[config.mk]
export PLATFORM = sky130hd
export DESIGN_NAME = ircc_regs
export DESIGN_NICKNAME = d
export VERILOG_FILES = /design/src/include/ircc_pkg.sv /design/src/rtl/ircc_regs.sv
export SDC_FILE = /design/constraint.sdc
export NUM_CORES = 1
export LEC_CHECK = 0
export ABC_AREA = 1
export BUFFER_PORTS_ARGS = -buffer_cell sky130_fd_sc_hd__buf_2
export CORE_AREA = 3 3 50 52
export CTS_CLUSTER_DIAMETER = 60
export DETAILED_ROUTE_END_ITERATION = 8
export DIE_AREA = 0 0 53 55
export GPL_ROUTABILITY_DRIVEN = 0
export PLACE_DENSITY = 0.75
export SYNTH_ARGS = -nofsm -noshare
export SYNTH_HDL_FRONTEND = slang
export SYNTH_SLANG_ARGS = --single-unit
[constraint.sdc]
create_clock -name CLOCK -period 1.1 [get_ports CLOCK]
set_input_delay 0.165 -clock CLOCK [delete_from_list [all_inputs] [get_ports CLOCK]]
set_output_delay 0.165 -clock CLOCK [all_outputs]
set_load 0.01 [all_outputs]
[src/include/ircc_pkg.sv]
package ircc_pkg;
    localparam int ADDR_W = 4;
    localparam int DATA_W = 8;
    // register offsets
    localparam logic [3:0] CFG3_ADDR = 4'h4;
    localparam logic [3:0] IRQ_ADDR = 4'h5;
    // configuration register 3 fields (low nibble only)
    localparam int CRC_WIDE_BIT = 3;
    localparam int READ_CRC_EN_BIT = 2;
    localparam int OFFSET_CAL_BIT = 1;
    localparam int GAIN_CAL_BIT = 0;
    localparam logic [3:0] CFG3_RESET = 4'h0;
    // interrupt status/control fields
    localparam int IRQ_UNIMPL_BIT = 7;
    localparam int CONV_READY_BIT = 6;
    localparam int CFG_CRC_BIT = 5;
    localparam int POR_FLAG_BIT = 4;
    localparam int PIN_MODE_HI_BIT = 3;
    localparam int PIN_MODE_LO_BIT = 2;
    localparam int QUICK_CMD_BIT = 1;
    localparam int CONV_START_BIT = 0;
    localparam logic [1:0] PIN_MODE_RESET = 2'h0;
    localparam logic QUICK_CMD_RESET = 1'b1;
    localparam logic CONV_START_RESET = 1'b1;
    localparam logic CONV_READY_RESET = 1'b1;
    localparam logic CFG_CRC_RESET = 1'b1;
    localparam logic POR_FLAG_RESET = 1'b0;
    // crc trailer lengths on read transfers
    localparam logic [5:0] CRC_LEN_NARROW = 6'h10;
    localparam logic [5:0] CRC_LEN_WIDE = 6'h20;
endpackage

[src/rtl/ircc_regs.sv]
`timescale 1ns/1ps
// Functional notes
// - crc width bit set: crc-16 plus sixteen zeros; clear: crc-16 only.
// - read crc appended only while enable bit set; reset clear.
// - offset calibration applied only while its enable bit is set; reset off.
// - gain calibration applied only while its enable bit is set; reset off.
// - conversion ready flag low when new result waits, high after read/reset.
// - config crc error flag high by default, low once an error occurred.
// - upper pin mode bit: pin carries bitstream; por/crc interrupts override it.
// - lower pin mode bit: inactive pin driven high if set, released if clear.
// - quick commands accepted only while enable bit set; set by default.
// - conversion-start interrupt on pin only while its enable is set; default on.
// - upper pin mode bit set: modulator codes also go to result register.
module ircc_regs
    import ircc_pkg::*;
(
    input wire logic CLOCK,
    input wire logic RESET,
    input wire logic REG_WR,
    input wire logic REG_RD,
    input wire logic [ADDR_W-1:0] REG_ADDR,
    input wire logic [DATA_W-1:0] REG_WDATA,
    input wire logic CONV_DONE,
    input wire logic RESULT_READ,
    input wire logic CFG_CRC_ERR,
    input wire logic CONV_START,
    input wire logic MOD_BIT,
    output logic [DATA_W-1:0] REG_RDATA,
    output logic READ_CRC_EN,
    output logic [5:0] READ_CRC_LEN,
    output logic OFFSET_CAL_EN,
    output logic GAIN_CAL_EN,
    output logic QUICK_CMD_EN,
    output logic RESULT_FROM_MOD,
    output logic IRQ_PIN_O,
    output logic IRQ_PIN_OE
);

    ////////////////////////////////////////////////////////////////////////////
    // bus decode, used by the config, interrupt control and status flag groups below
    logic wr_cfg3;
    logic wr_irq;
    logic rd_irq;

    always_comb begin
        wr_cfg3 = REG_WR && (REG_ADDR == CFG3_ADDR);
        wr_irq = REG_WR && (REG_ADDR == IRQ_ADDR);
        rd_irq = REG_RD && (REG_ADDR == IRQ_ADDR);
    end

    ////////////////////////////////////////////////////////////////////////////
    // configuration register 3: only the low nibble is kept
    logic [3:0] cfg3_r;
    logic [3:0] cfg3_nxt;
    logic [5:0] crc_len_r;
    logic [5:0] crc_len_nxt;

    always_comb begin
        cfg3_nxt = cfg3_r;
        if (wr_cfg3) begin
            // upper bits dropped, they read back as zero
            cfg3_nxt = REG_WDATA[3:0];
        end
        // length follows the next value so both land on one edge
        if (cfg3_nxt[CRC_WIDE_BIT]) begin
            crc_len_nxt = CRC_LEN_WIDE;
        end else begin
            crc_len_nxt = CRC_LEN_NARROW;
        end
    end

    always_ff @(posedge CLOCK) begin
        if (RESET) begin
            cfg3_r <= CFG3_RESET;
            // width bit resets clear
            crc_len_r <= CRC_LEN_NARROW;
        end else begin
            cfg3_r <= cfg3_nxt;
            crc_len_r <= crc_len_nxt;
        end
    end

    ////////////////////////////////////////////////////////////////////////////
    // interrupt control bits, host writable
    logic [1:0] pin_mode_r;
    logic [1:0] pin_mode_nxt;
    logic quick_cmd_r;
    logic quick_cmd_nxt;
    logic start_en_r;
    logic start_en_nxt;

    always_comb begin
        pin_mode_nxt = pin_mode_r;
        quick_cmd_nxt = quick_cmd_r;
        start_en_nxt = start_en_r;
        if (wr_irq) begin
            // status flags and top bit are not writable
            pin_mode_nxt = REG_WDATA[PIN_MODE_HI_BIT:PIN_MODE_LO_BIT];
            quick_cmd_nxt = REG_WDATA[QUICK_CMD_BIT];
            start_en_nxt = REG_WDATA[CONV_START_BIT];
        end
    end

    always_ff @(posedge CLOCK) begin
        if (RESET) begin
            pin_mode_r <= PIN_MODE_RESET;
            quick_cmd_r <= QUICK_CMD_RESET;
            start_en_r <= CONV_START_RESET;
        end else begin
            pin_mode_r <= pin_mode_nxt;
            quick_cmd_r <= quick_cmd_nxt;
            start_en_r <= start_en_nxt;
        end
    end

    ////////////////////////////////////////////////////////////////////////////
    // active-low status flags, set and cleared by hardware events; the por flag clears on an interrupt register read
    logic ready_n_r;
    logic ready_n_nxt;
    logic crc_err_n_r;
    logic crc_err_n_nxt;
    logic por_n_r;
    logic por_n_nxt;

    always_comb begin
        // new result wins over a read in the same cycle
        ready_n_nxt = ready_n_r;
        if (RESULT_READ) begin
            ready_n_nxt = 1'b1;
        end
        if (CONV_DONE) begin
            ready_n_nxt = 1'b0;
        end
        // sticky until reset; a config rewrite does not hide a past error
        crc_err_n_nxt = crc_err_n_r;
        if (CFG_CRC_ERR) begin
            crc_err_n_nxt = 1'b0;
        end
        // the read returns the old value, the flag clears behind it
        por_n_nxt = por_n_r;
        if (rd_irq) begin
            por_n_nxt = 1'b1;
        end
    end

    always_ff @(posedge CLOCK) begin
        if (RESET) begin
            ready_n_r <= CONV_READY_RESET;
            crc_err_n_r <= CFG_CRC_RESET;
            por_n_r <= POR_FLAG_RESET;
        end else begin
            ready_n_r <= ready_n_nxt;
            crc_err_n_r <= crc_err_n_nxt;
            por_n_r <= por_n_nxt;
        end
    end

    ////////////////////////////////////////////////////////////////////////////
    // read data, held until the next read strobe
    logic [DATA_W-1:0] irq_view;
    logic [DATA_W-1:0] rdata_r;
    logic [DATA_W-1:0] rdata_nxt;

    always_comb begin
        irq_view = '0;
        irq_view[CONV_READY_BIT] = ready_n_r;
        irq_view[CFG_CRC_BIT] = crc_err_n_r;
        irq_view[POR_FLAG_BIT] = por_n_r;
        irq_view[PIN_MODE_HI_BIT] = pin_mode_r[1];
        irq_view[PIN_MODE_LO_BIT] = pin_mode_r[0];
        irq_view[QUICK_CMD_BIT] = quick_cmd_r;
        irq_view[CONV_START_BIT] = start_en_r;
        rdata_nxt = rdata_r;
        if (REG_RD) begin
            unique case (REG_ADDR)
                CFG3_ADDR: rdata_nxt = {4'h0, cfg3_r};
                IRQ_ADDR: rdata_nxt = irq_view;
                default: rdata_nxt = 8'h00;
            endcase
        end
    end

    always_ff @(posedge CLOCK) begin
        if (RESET) begin
            rdata_r <= 8'h00;
        end else begin
            rdata_r <= rdata_nxt;
        end
    end

    ////////////////////////////////////////////////////////////////////////////
    // interrupt pin, active low
    logic urgent;
    logic any_irq;
    logic pin_o_r;
    logic pin_o_nxt;
    logic pin_oe_r;
    logic pin_oe_nxt;

    always_comb begin
        urgent = !crc_err_n_r || !por_n_r;
        any_irq = urgent || !ready_n_r || (start_en_r && CONV_START);
        if (pin_mode_r[1]) begin
            // bitstream hides ready and start events; only urgent ones show
            pin_o_nxt = urgent ? 1'b0 : MOD_BIT;
            pin_oe_nxt = 1'b1;
        end else if (any_irq) begin
            pin_o_nxt = 1'b0;
            pin_oe_nxt = 1'b1;
        end else begin
            pin_o_nxt = 1'b1;
            pin_oe_nxt = pin_mode_r[0];
        end
    end

    always_ff @(posedge CLOCK) begin
        if (RESET) begin
            pin_o_r <= 1'b1;
            pin_oe_r <= 1'b0;
        end else begin
            pin_o_r <= pin_o_nxt;
            pin_oe_r <= pin_oe_nxt;
        end
    end

    ////////////////////////////////////////////////////////////////////////////
    // pin output is registered one cycle behind the flags and inputs that drive it, so it leaves a flop cleanly
    assign REG_RDATA = rdata_r;
    assign READ_CRC_EN = cfg3_r[READ_CRC_EN_BIT];
    assign READ_CRC_LEN = crc_len_r;
    assign OFFSET_CAL_EN = cfg3_r[OFFSET_CAL_BIT];
    assign GAIN_CAL_EN = cfg3_r[GAIN_CAL_BIT];
    assign QUICK_CMD_EN = quick_cmd_r;
    assign RESULT_FROM_MOD = pin_mode_r[1];
    assign IRQ_PIN_O = pin_o_r;
    assign IRQ_PIN_OE = pin_oe_r;

endmodule
**After elaboration in Yosys (flattened, before gate mapping)**

Cells that the tools add are included.

- Flip-flop bits (word level): 27
- Logic and storage cells: 35
- Input bits: 21

- Mux-type cells: 10
- Equal/unequal tests: 2
- Reductions and logical operators: 11

Operator list:

| kind | count |
|---|---|
| 7-bit one-hot mux with 2 select lines | 1 |
| 4-bit by 3-bit == test with 1-bit output (second input constant) | 2 |
| 1-bit two-way mux | 7 |
| 6-bit two-way mux | 1 |
| 1-bit logical AND | 4 |
| 4-bit two-way mux | 1 |
| 1-bit logical NOT | 3 |
| 1-bit logical OR | 3 |
| 2-bit nonzero test | 1 |

**Depth between registers and ports, before layout**

Gate-level depths: netlist of run 1.

- Depth in word-level cells: 6
- Depth in mapped cells: 7
- Gate-level depth less buffers: 7

**Least setup slack after synthesis of run 1**

No wires, ideal clock.

- Path type: register -> register
- Start: register pin_mode_r[1]
- End: register pin_oe_r, in the netlist IRQ_PIN_OE
- Buffers on the path: 0
- Library setup time: 0.115 ns
- Stages on the path, launching flop included: 4
- Arrival time: 0.710 ns
- Slack: 0.276 ns
- Cells stage by stage: dfxtp_1 -> a21oi_1 -> nand3_1 -> o21a_1

- Word-level cells in the longest chain between the ends: 1

RTL lines:

| item | line | text |
|---|---|---|
| start: declaration | ircc_regs.sv:85 | `logic [1:0] pin_mode_r;` |
| start signal: assignment | ircc_regs.sv:110 | `pin_mode_r <= pin_mode_nxt;` |
| 1-bit two-way mux | ircc_regs.sv:203 | `if (pin_mode_r[1]) begin` |
| end signal: assignment | ircc_regs.sv:222 | `pin_oe_r <= pin_oe_nxt;` |
| end: declaration | ircc_regs.sv:197 | `logic pin_oe_r;` |

Every way passes these cells.
A chain may end at the register's enable or synchronous reset.

**Final worst setup path of run 1**

- Start: register pin_mode_r[1]
- End: output port RESULT_FROM_MOD

RTL lines:

| item | line | text |
|---|---|---|
| end: declaration | ircc_regs.sv:34 | `output logic RESULT_FROM_MOD,` |

No word-level cell between the ends.

==> results by group, run 1 <==
Route
  • Antenna viol nets, final: 0
  • WL per Instance: 10.67 um
  • DR iter-0 viols: 12
  • Vias: about 860
  • DRC: 0
  • Post-Route WL: 1.984 mm
  • Router iterations before antenna repair: 4
  • Via/cell ratio: 4.640

Clocking
  • CTS sink cnt: 21
  • CTS Buf Count: 3
  • H-tree depth: 1
  • Post-CTS Setup Inserts: 0
  • CTS root buffer: clkbuf_4
  • Hold buffers post-CTS: 0
  • Max Root-Sink Buffers: 2
  • CTS tree: yes
  • Worst-Skew Late Latency: 300 ps
  • CTS resizes: 0
  • Clock slew at reported path FFs: between 100 and 150 ps

Min path
  • Worst hold path class: input port to flop
  • WHS Path Cells: 2

Worst setup path
  • Crit-path cells: buf_2
  • Reg2reg setup slack: 230 ps
  • CP required: ~940 ps
  • Stages on worst setup path: 1
  • Origin of the worst setup path: pin_mode_r[1]
  • Crit path capture type: output pin
  • Reg-to-Reg End: IRQ_PIN_OE
  • Capture point of the worst path: RESULT_FROM_MOD
  • Max incr delay on CP: between 400 and 500 ps
  • Reg2Reg Depth: 4
  • Startpoint types: flop
  • Setup CP Type: flop to output pin
  • WP buf/inv: 1
  • Slowest-stage cell, CP: dfxtp_1
  • Crit path max-delay family: flip-flops
  • Arr. time, crit path: between 800 and 900 ps
  • Worst-path maximum fanout: 5
  • Worst r2r src: por_n_r

Synth
  • Yosys top cell area share: 44.86%
  • Multiplexer share of the synthesized area: 0%
  • Most numerous cell in the Yosys netlist: nand2_1
  • Simple-gate share of the synthesized area: 35.38%
  • Post-Synth Adder-Cell Area: 0%
  • Mapped cell area: 937.1 sq um
  • Syn avg cell area: between 7 and 8 sq um
  • Post-synth EDFFs: 0
  • Ranking of synthesized cells by area: dfxtp_1 (45%), nand2_1 (12%), nand3_1 (6.9%)
  • Top_reg_cell synth: dfxtp_1
  • Register area share after synthesis: 44.86%
  • Synth cell count leaders: nand2_1 (31), dfxtp_1 (21), inv_1 (14)
  • Synth unique cells: 22
  • Xor-xnor portion of the synthesized cell area: 0%
  • Yosys Warn Count: 0
  • Post-synth top area cell: dfxtp_1
  • FFs w/ async S/R, synth: 0%
  • Largest family of logic cells by synthesized area: simple AND/OR/NAND/NOR gates
  • Yosys reg bits: 21
  • Gate count of the mapped netlist: 124
  • Post-synthesis compound-gate area fraction: 7.877%

Floorplanning
  • Die Height: 55 um
  • Initial Util: 43.62%
  • Core ar.: 2148 sq um
  • I/O pin count: 42
  • Die ar.: 2915 sq um
  • FP Rows: 17
  • Die X: 53 um

STA
  • Final Setup Violations: 0
  • Skew final: 2.897 ps
  • Setup TNS: 0 ps
  • Minimum clock period: 1046 ps
  • Final Cycle Share: between 90% and 100%
  • Highest clock rate: 956.1 MHz
  • RSZ-0062 raised after global routing: no
  • Max-slew violation count: 0
  • Final worst slack: 54.13 ps
  • Worst hold slack: ~35 ps
  • Endpoints failing hold: 0

Final layout
  • Filler instances: 217
  • Share of post-route cells with drive strength above 1: 29.75%
  • N_diodes: 0
  • Final net count: 180
  • Post-route non-filler standard cell count: between 150 and 200
  • Area grow syn2layout: 21.23%

Global route
  • First-pass GRT wire length: 3.339 mm
  • Initial antenna violation count: 0
  • GRT Util Overall: 15.41%
  • Vias in the first global route: 795
  • GR Overflow Total: 0
  • Largest net degree at the start of global routing: 13

Run status
  • Status: complete, no violations

Placement
  • # placed instances: 182
  • IO buf count: 32
  • Place WS: 29.50 ps
  • Detailed-placement wirelength estimate: 1.622 mm

Power and ir drop
  • LEAKAGE: 0.5825 nW
  • Design Power: 1.296 mW
  • Worst VDD drop: 0.7510 mV
  • Power density cells: roughly 1100 nW/um^2

Flow run
  • Max_cap viols: 0
## final cells by class
type | instances | area (sq um) | area share [%]
Inverter | 16 | 61.31 | 5.396
Timing Repair Buffer | 33 | 167.7 | 14.76
Clock buffer | 3 | 22.52 | 1.982
Clock inverter | 1 | 5.005 | 0.4405
Multi-Input combinational cell | 84 | 424.2 | 37.33
Tap cell | 28 | 35.03 | 3.084
Sequential cell | 21 | 420.4 | 37.00
## per-layer routing
layer / share of wire, % / GRT usage [%] / up-vias / wire length [um]
met1: 44 / 19.31 / 382 / 866
li1: - / - / 453 / -
met5: 0 / 0 / - / 0
met3: 6.9 / 1.877 / 2 / 136
met4: 0.86 / 6.383 / 0 / 17
met2: 49 / 26.86 / 26 / 964
## metrics by stage
stage / area, sq um / utilization (%)
after floorplan: 952.2 / -
after global placement: 1109 / 51.60
after detailed placement: 1109 / 51.60
after CTS: 1136 / 52.88
after global routing: 1136 / 52.88
final: 1136 / 52.88
## flip-flops by register name, indices dropped and copies added (netlist names), named ones only
name          cells
REG_RDATA         7
pin_mode_r        2
IRQ_PIN_OE        1
cfg3_r            3
QUICK_CMD_EN      1
READ_CRC_LEN      1
IRQ_PIN_O         1
ready_n_r         1
start_en_r        1
por_n_r           1
crc_err_n_r       1
## worst min path at each step
stage           startpoint           to  slack (ps)
2_1_floorplan        RESET    cfg3_r[2]         230
3_3_place_gp     CONV_DONE    ready_n_r         360
3_5_place_dp   CFG_CRC_ERR  crc_err_n_r         370
4_1_cts        CFG_CRC_ERR  crc_err_n_r          30
5_1_grt        CFG_CRC_ERR  crc_err_n_r          50
6_report       CFG_CRC_ERR  crc_err_n_r          30
## power by group
group	internal (mW)	switching (mW)	total, mW
clock network	0.136	0.233	0.369
logic	0.0509	0.0887	0.140
registers	0.778	0.0102	0.788
total	0.964	0.332	1.30
## kinds of logic after synthesis
| family | after synthesis |
|---|---|
| simple gates | 66 |
| compound gates | 13 |
| buf+inv | 23 |
| other cells | 1 |
| flops | 21 |
## cells in the final DEF, fill, tap and decap left out, drive strengths merged
cell,netlist,layout
clkinv,2,3
nand4,1,1
inv,14,14
conb,1,5
nor2,14,14
o21a,2,2
nand3b,3,3
clkbuf,1,3
nand3,16,16
buf,6,33
nand2,32,32
a21oi,9,9
o21ai,2,2
dfxtp,21,21
(Power assumes the default switching activity.)
==> run 2, diff against run 1 <==
--- a/config.mk
+++ b/config.mk
@@ -5,14 +5,14 @@
 export SDC_FILE = /design/constraint.sdc
 export NUM_CORES = 1
 export LEC_CHECK = 0
-export ABC_AREA = 1
 export BUFFER_PORTS_ARGS = -buffer_cell sky130_fd_sc_hd__buf_2
 export CORE_AREA = 3 3 50 52
 export CTS_CLUSTER_DIAMETER = 60
 export DETAILED_ROUTE_END_ITERATION = 8
 export DIE_AREA = 0 0 53 55
 export GPL_ROUTABILITY_DRIVEN = 0
-export PLACE_DENSITY = 0.75
+export GPL_TIMING_DRIVEN = 0
+export PLACE_DENSITY = 0.73
 export SYNTH_ARGS = -nofsm -noshare
 export SYNTH_HDL_FRONTEND = slang
 export SYNTH_SLANG_ARGS = --single-unit
==> run 2 against run 1 <==
Against the previous run: area after synthesis down 4.3%; hold slack better by 1.7 ps; clock power down 5%; core utilization down 0.29 points; via count down 14%; critical path depth unchanged; synthesized cell count down 31%; global-route usage down 1.7 points; largest power group unchanged.
==> results by group, run 2 <==
Run status
  • Status: complete, no violations

Final layout
  • Commonest non-fill, non-tap cell in the layout: buf_2
  • Multi-input gate area: roughly 430 sq um
  • Post-route design area: 1130 sq um
  • FF/Latch Area: 420.4 sq um
  • Commonest cells after routing, fill and taps aside: buf_2 (32), dfxtp_1 (21), nand2b_1 (11), mux2i_1 (10)
  • Share of post-route cells with drive strength above 1: 38.40%
  • N_diodes: 0
  • Filler instances: around 200
  • Max FFs per register: 7
  • Area grow syn2layout: 25.94%
  • Layout Utilization: 52.59%
  • Final net count: 147

Worst setup path
  • Setup CP Type: flop to output pin
  • Arr. time, crit path: 860 ps
  • Slowest-stage cell, CP: dfxtp_1
  • Worst r2r src: pin_mode_r[1]
  • Startpoint types: flop
  • Crit-path cells: buf_2
  • Max incr delay on CP: 410 ps
  • Reg2reg setup slack: 110 ps
  • Stages on worst setup path: 1
  • Reg2Reg Depth: 3
  • Reg-to-Reg End: IRQ_PIN_OE
  • Crit path max-delay family: flip-flops
  • WP buf/inv: 1
  • Crit path capture type: output pin
  • Worst-path maximum fanout: 5
  • CP required: 940 ps

Global route
  • Initial antenna violation count: 0
  • First-pass GRT wire length: 2.835 mm
  • Largest net degree at the start of global routing: 13
  • Vias in the first global route: 655
  • GR Overflow Total: 0
  • GRT Util Overall: 13.66%

Power and ir drop
  • Internal power: 0.9865 mW
  • Power density cells: 1132 nW/um^2
  • Clock power frac: 27.4%
  • Net switching power: 0.2922 mW
  • Worst VDD drop: 0.5769 mV
  • Sequential power share: 61.6%
  • LEAKAGE: 0.5303 nW
  • Net Sw Frac: 22.85%
  • Gate power share: 11.0%
  • Design Power: 1.279 mW

Clocking
  • CTS resizes: 0
  • CTS Buf Count: 3
  • CTS sink cnt: 21
  • Clock slew at reported path FFs: ~110 ps
  • Max Root-Sink Buffers: 2
  • Post-CTS Setup Inserts: 0
  • Hold buffers post-CTS: 0
  • CTS tree: yes
  • H-tree depth: 1
  • Worst-Skew Late Latency: roughly 290 ps
  • CTS root buffer: clkbuf_4

STA
  • Skew final: 2.758 ps
  • Highest clock rate: 974.5 MHz
  • RSZ-0062 raised after global routing: no
  • Endpoints failing hold: 0
  • Final worst slack: 73.86 ps
  • Minimum clock period: 1026 ps
  • Final Setup Violations: 0
  • Final Cycle Share: 93.29%
  • Max-slew violation count: 0
  • Worst hold slack: 36.40 ps

Synth
  • Largest family of logic cells by synthesized area: simple AND/OR/NAND/NOR gates
  • Post-synthesis compound-gate area fraction: 14.37%
  • Syn avg cell area: 10.43 sq um
  • Synth unique cells: 28
  • Post-synth top area cell: dfxtp_1
  • Yosys top cell area share: 46.86%
  • Most numerous cell in the Yosys netlist: dfxtp_1
  • Multiplexer share of the synthesized area: 12.41%
  • Register area share after synthesis: ~47%
  • Yosys Warn Count: 0
  • FFs w/ async S/R, synth: 0%
  • Simple-gate share of the synthesized area: 18.69%
  • Xor-xnor portion of the synthesized cell area: 0%
  • Post-synth EDFFs: 0
  • Synth cell count leaders: dfxtp_1 (21), nand2b_1 (11), mux2i_1 (10)
  • Ranking of synthesized cells by area: dfxtp_1 (47%), mux2i_1 (11%), nand2b_1 (7.7%)
  • Gate count of the mapped netlist: 86
  • Post-Synth Adder-Cell Area: 0%
  • Mapped cell area: 897.1 sq um
  • Top_reg_cell synth: dfxtp_1
  • Yosys reg bits: 21

Placement
  • IO buf count: 31
  • Post-Place Cell Area: approximately 1100 sq um
  • Detailed-placement wirelength estimate: 1.461 mm
  • Place WS: -67.52 ps

Floorplanning
  • Die X: between 50 and 60 um
  • FP Rows: 17
  • Core ar.: 2148 sq um
  • I/O pin count: 42
  • Die ar.: 2915 sq um
  • Initial Util: 41.76%
  • Die Height: 55 um

Route
  • Met1 Wirelength: 739 um
  • Post-Route WL: 1.841 mm
  • Top sig layer: met4
  • Router iterations before antenna repair: 4
  • WL per Instance: 12.03 um
  • Via/cell ratio: between 4 and 5
  • Vias: 743
  • Met2 wire length: 960 um
  • Met3 Wirelength: 133 um
  • DRC: 0
  • DR iter-0 viols: 10
  • Antenna viol nets, final: 0

Min path
  • Hold endpoint: ready_n_r
  • Hold Crit Start: CONV_DONE
  • Worst hold path class: input port to flop
  • WHS Path Cells: 2

Flow run
  • Max_cap viols: 0
[run 2: cell count changes in the layout (fill, tap and decap cells not counted), sizes merged, moves of 5 or more]
cell and delta:
inv -13, nand2 -27, nand3 -16, nand2b +12
nor2 -11, a21oi -8, mux2i +10, buf +5
[run 2: power groups by stage]
stage	clock, mW	combinational, mW	sequential, mW
global route	0.412	0.156	0.790
floorplan	0	0.0832	0.808
finish	0.351	0.140	0.788
detailed placement	0	0.140	0.806
CTS	0.373	0.141	0.788
global placement	0	0.136	0.805
[run 2: worst max path at each step]
stage / from / endpoint / slack [ps]
2_1_floorplan: REG_ADDR[1] / QUICK_CMD_EN / 70
3_3_place_gp: REG_ADDR[1] / start_en_r / -50
3_5_place_dp: REG_ADDR[1] / QUICK_CMD_EN / -70
4_1_cts: pin_mode_r[1] / RESULT_FROM_MOD / 60
5_1_grt: pin_mode_r[1] / RESULT_FROM_MOD / 9
6_report: pin_mode_r[1] / RESULT_FROM_MOD / 70
[run 2: area by class of cell]
type                            instances  share of cell area (%)
Inverter                                1                  0.3322
Timing Repair Buffer                   31                   13.73
Sequential cell                        21                   37.21
Multi-Input combinational cell         59                   37.76
Buffer                                  9                   5.426
Tap cell                               28                   3.101
Clock buffer                            3                   1.993
Clock inverter                          1                  0.4430
[run 2: kinds of logic after synthesis]
| logic type | count (synthesis) |
|---|---|
| simple gates | 26 |
| flops | 21 |
| compound gates | 17 |
| mux | 11 |
| buf+inv | 10 |
| other cells | 1 |
[run 2: per-stage QoR]
stage,TNS (ps),cells
after global placement,-129.2,149
after detailed placement,-251.8,149
final,0,153
after CTS,0,153
after floorplan,0,90
after global routing,0,153
[run 2: routing by layer]
metal  track usage, %  vias to the layer above
met4            9.362                        0
met2            22.93                       27
met5                0                        -
li1                 -                      371
met3            3.485                        2
met1            15.27                      343
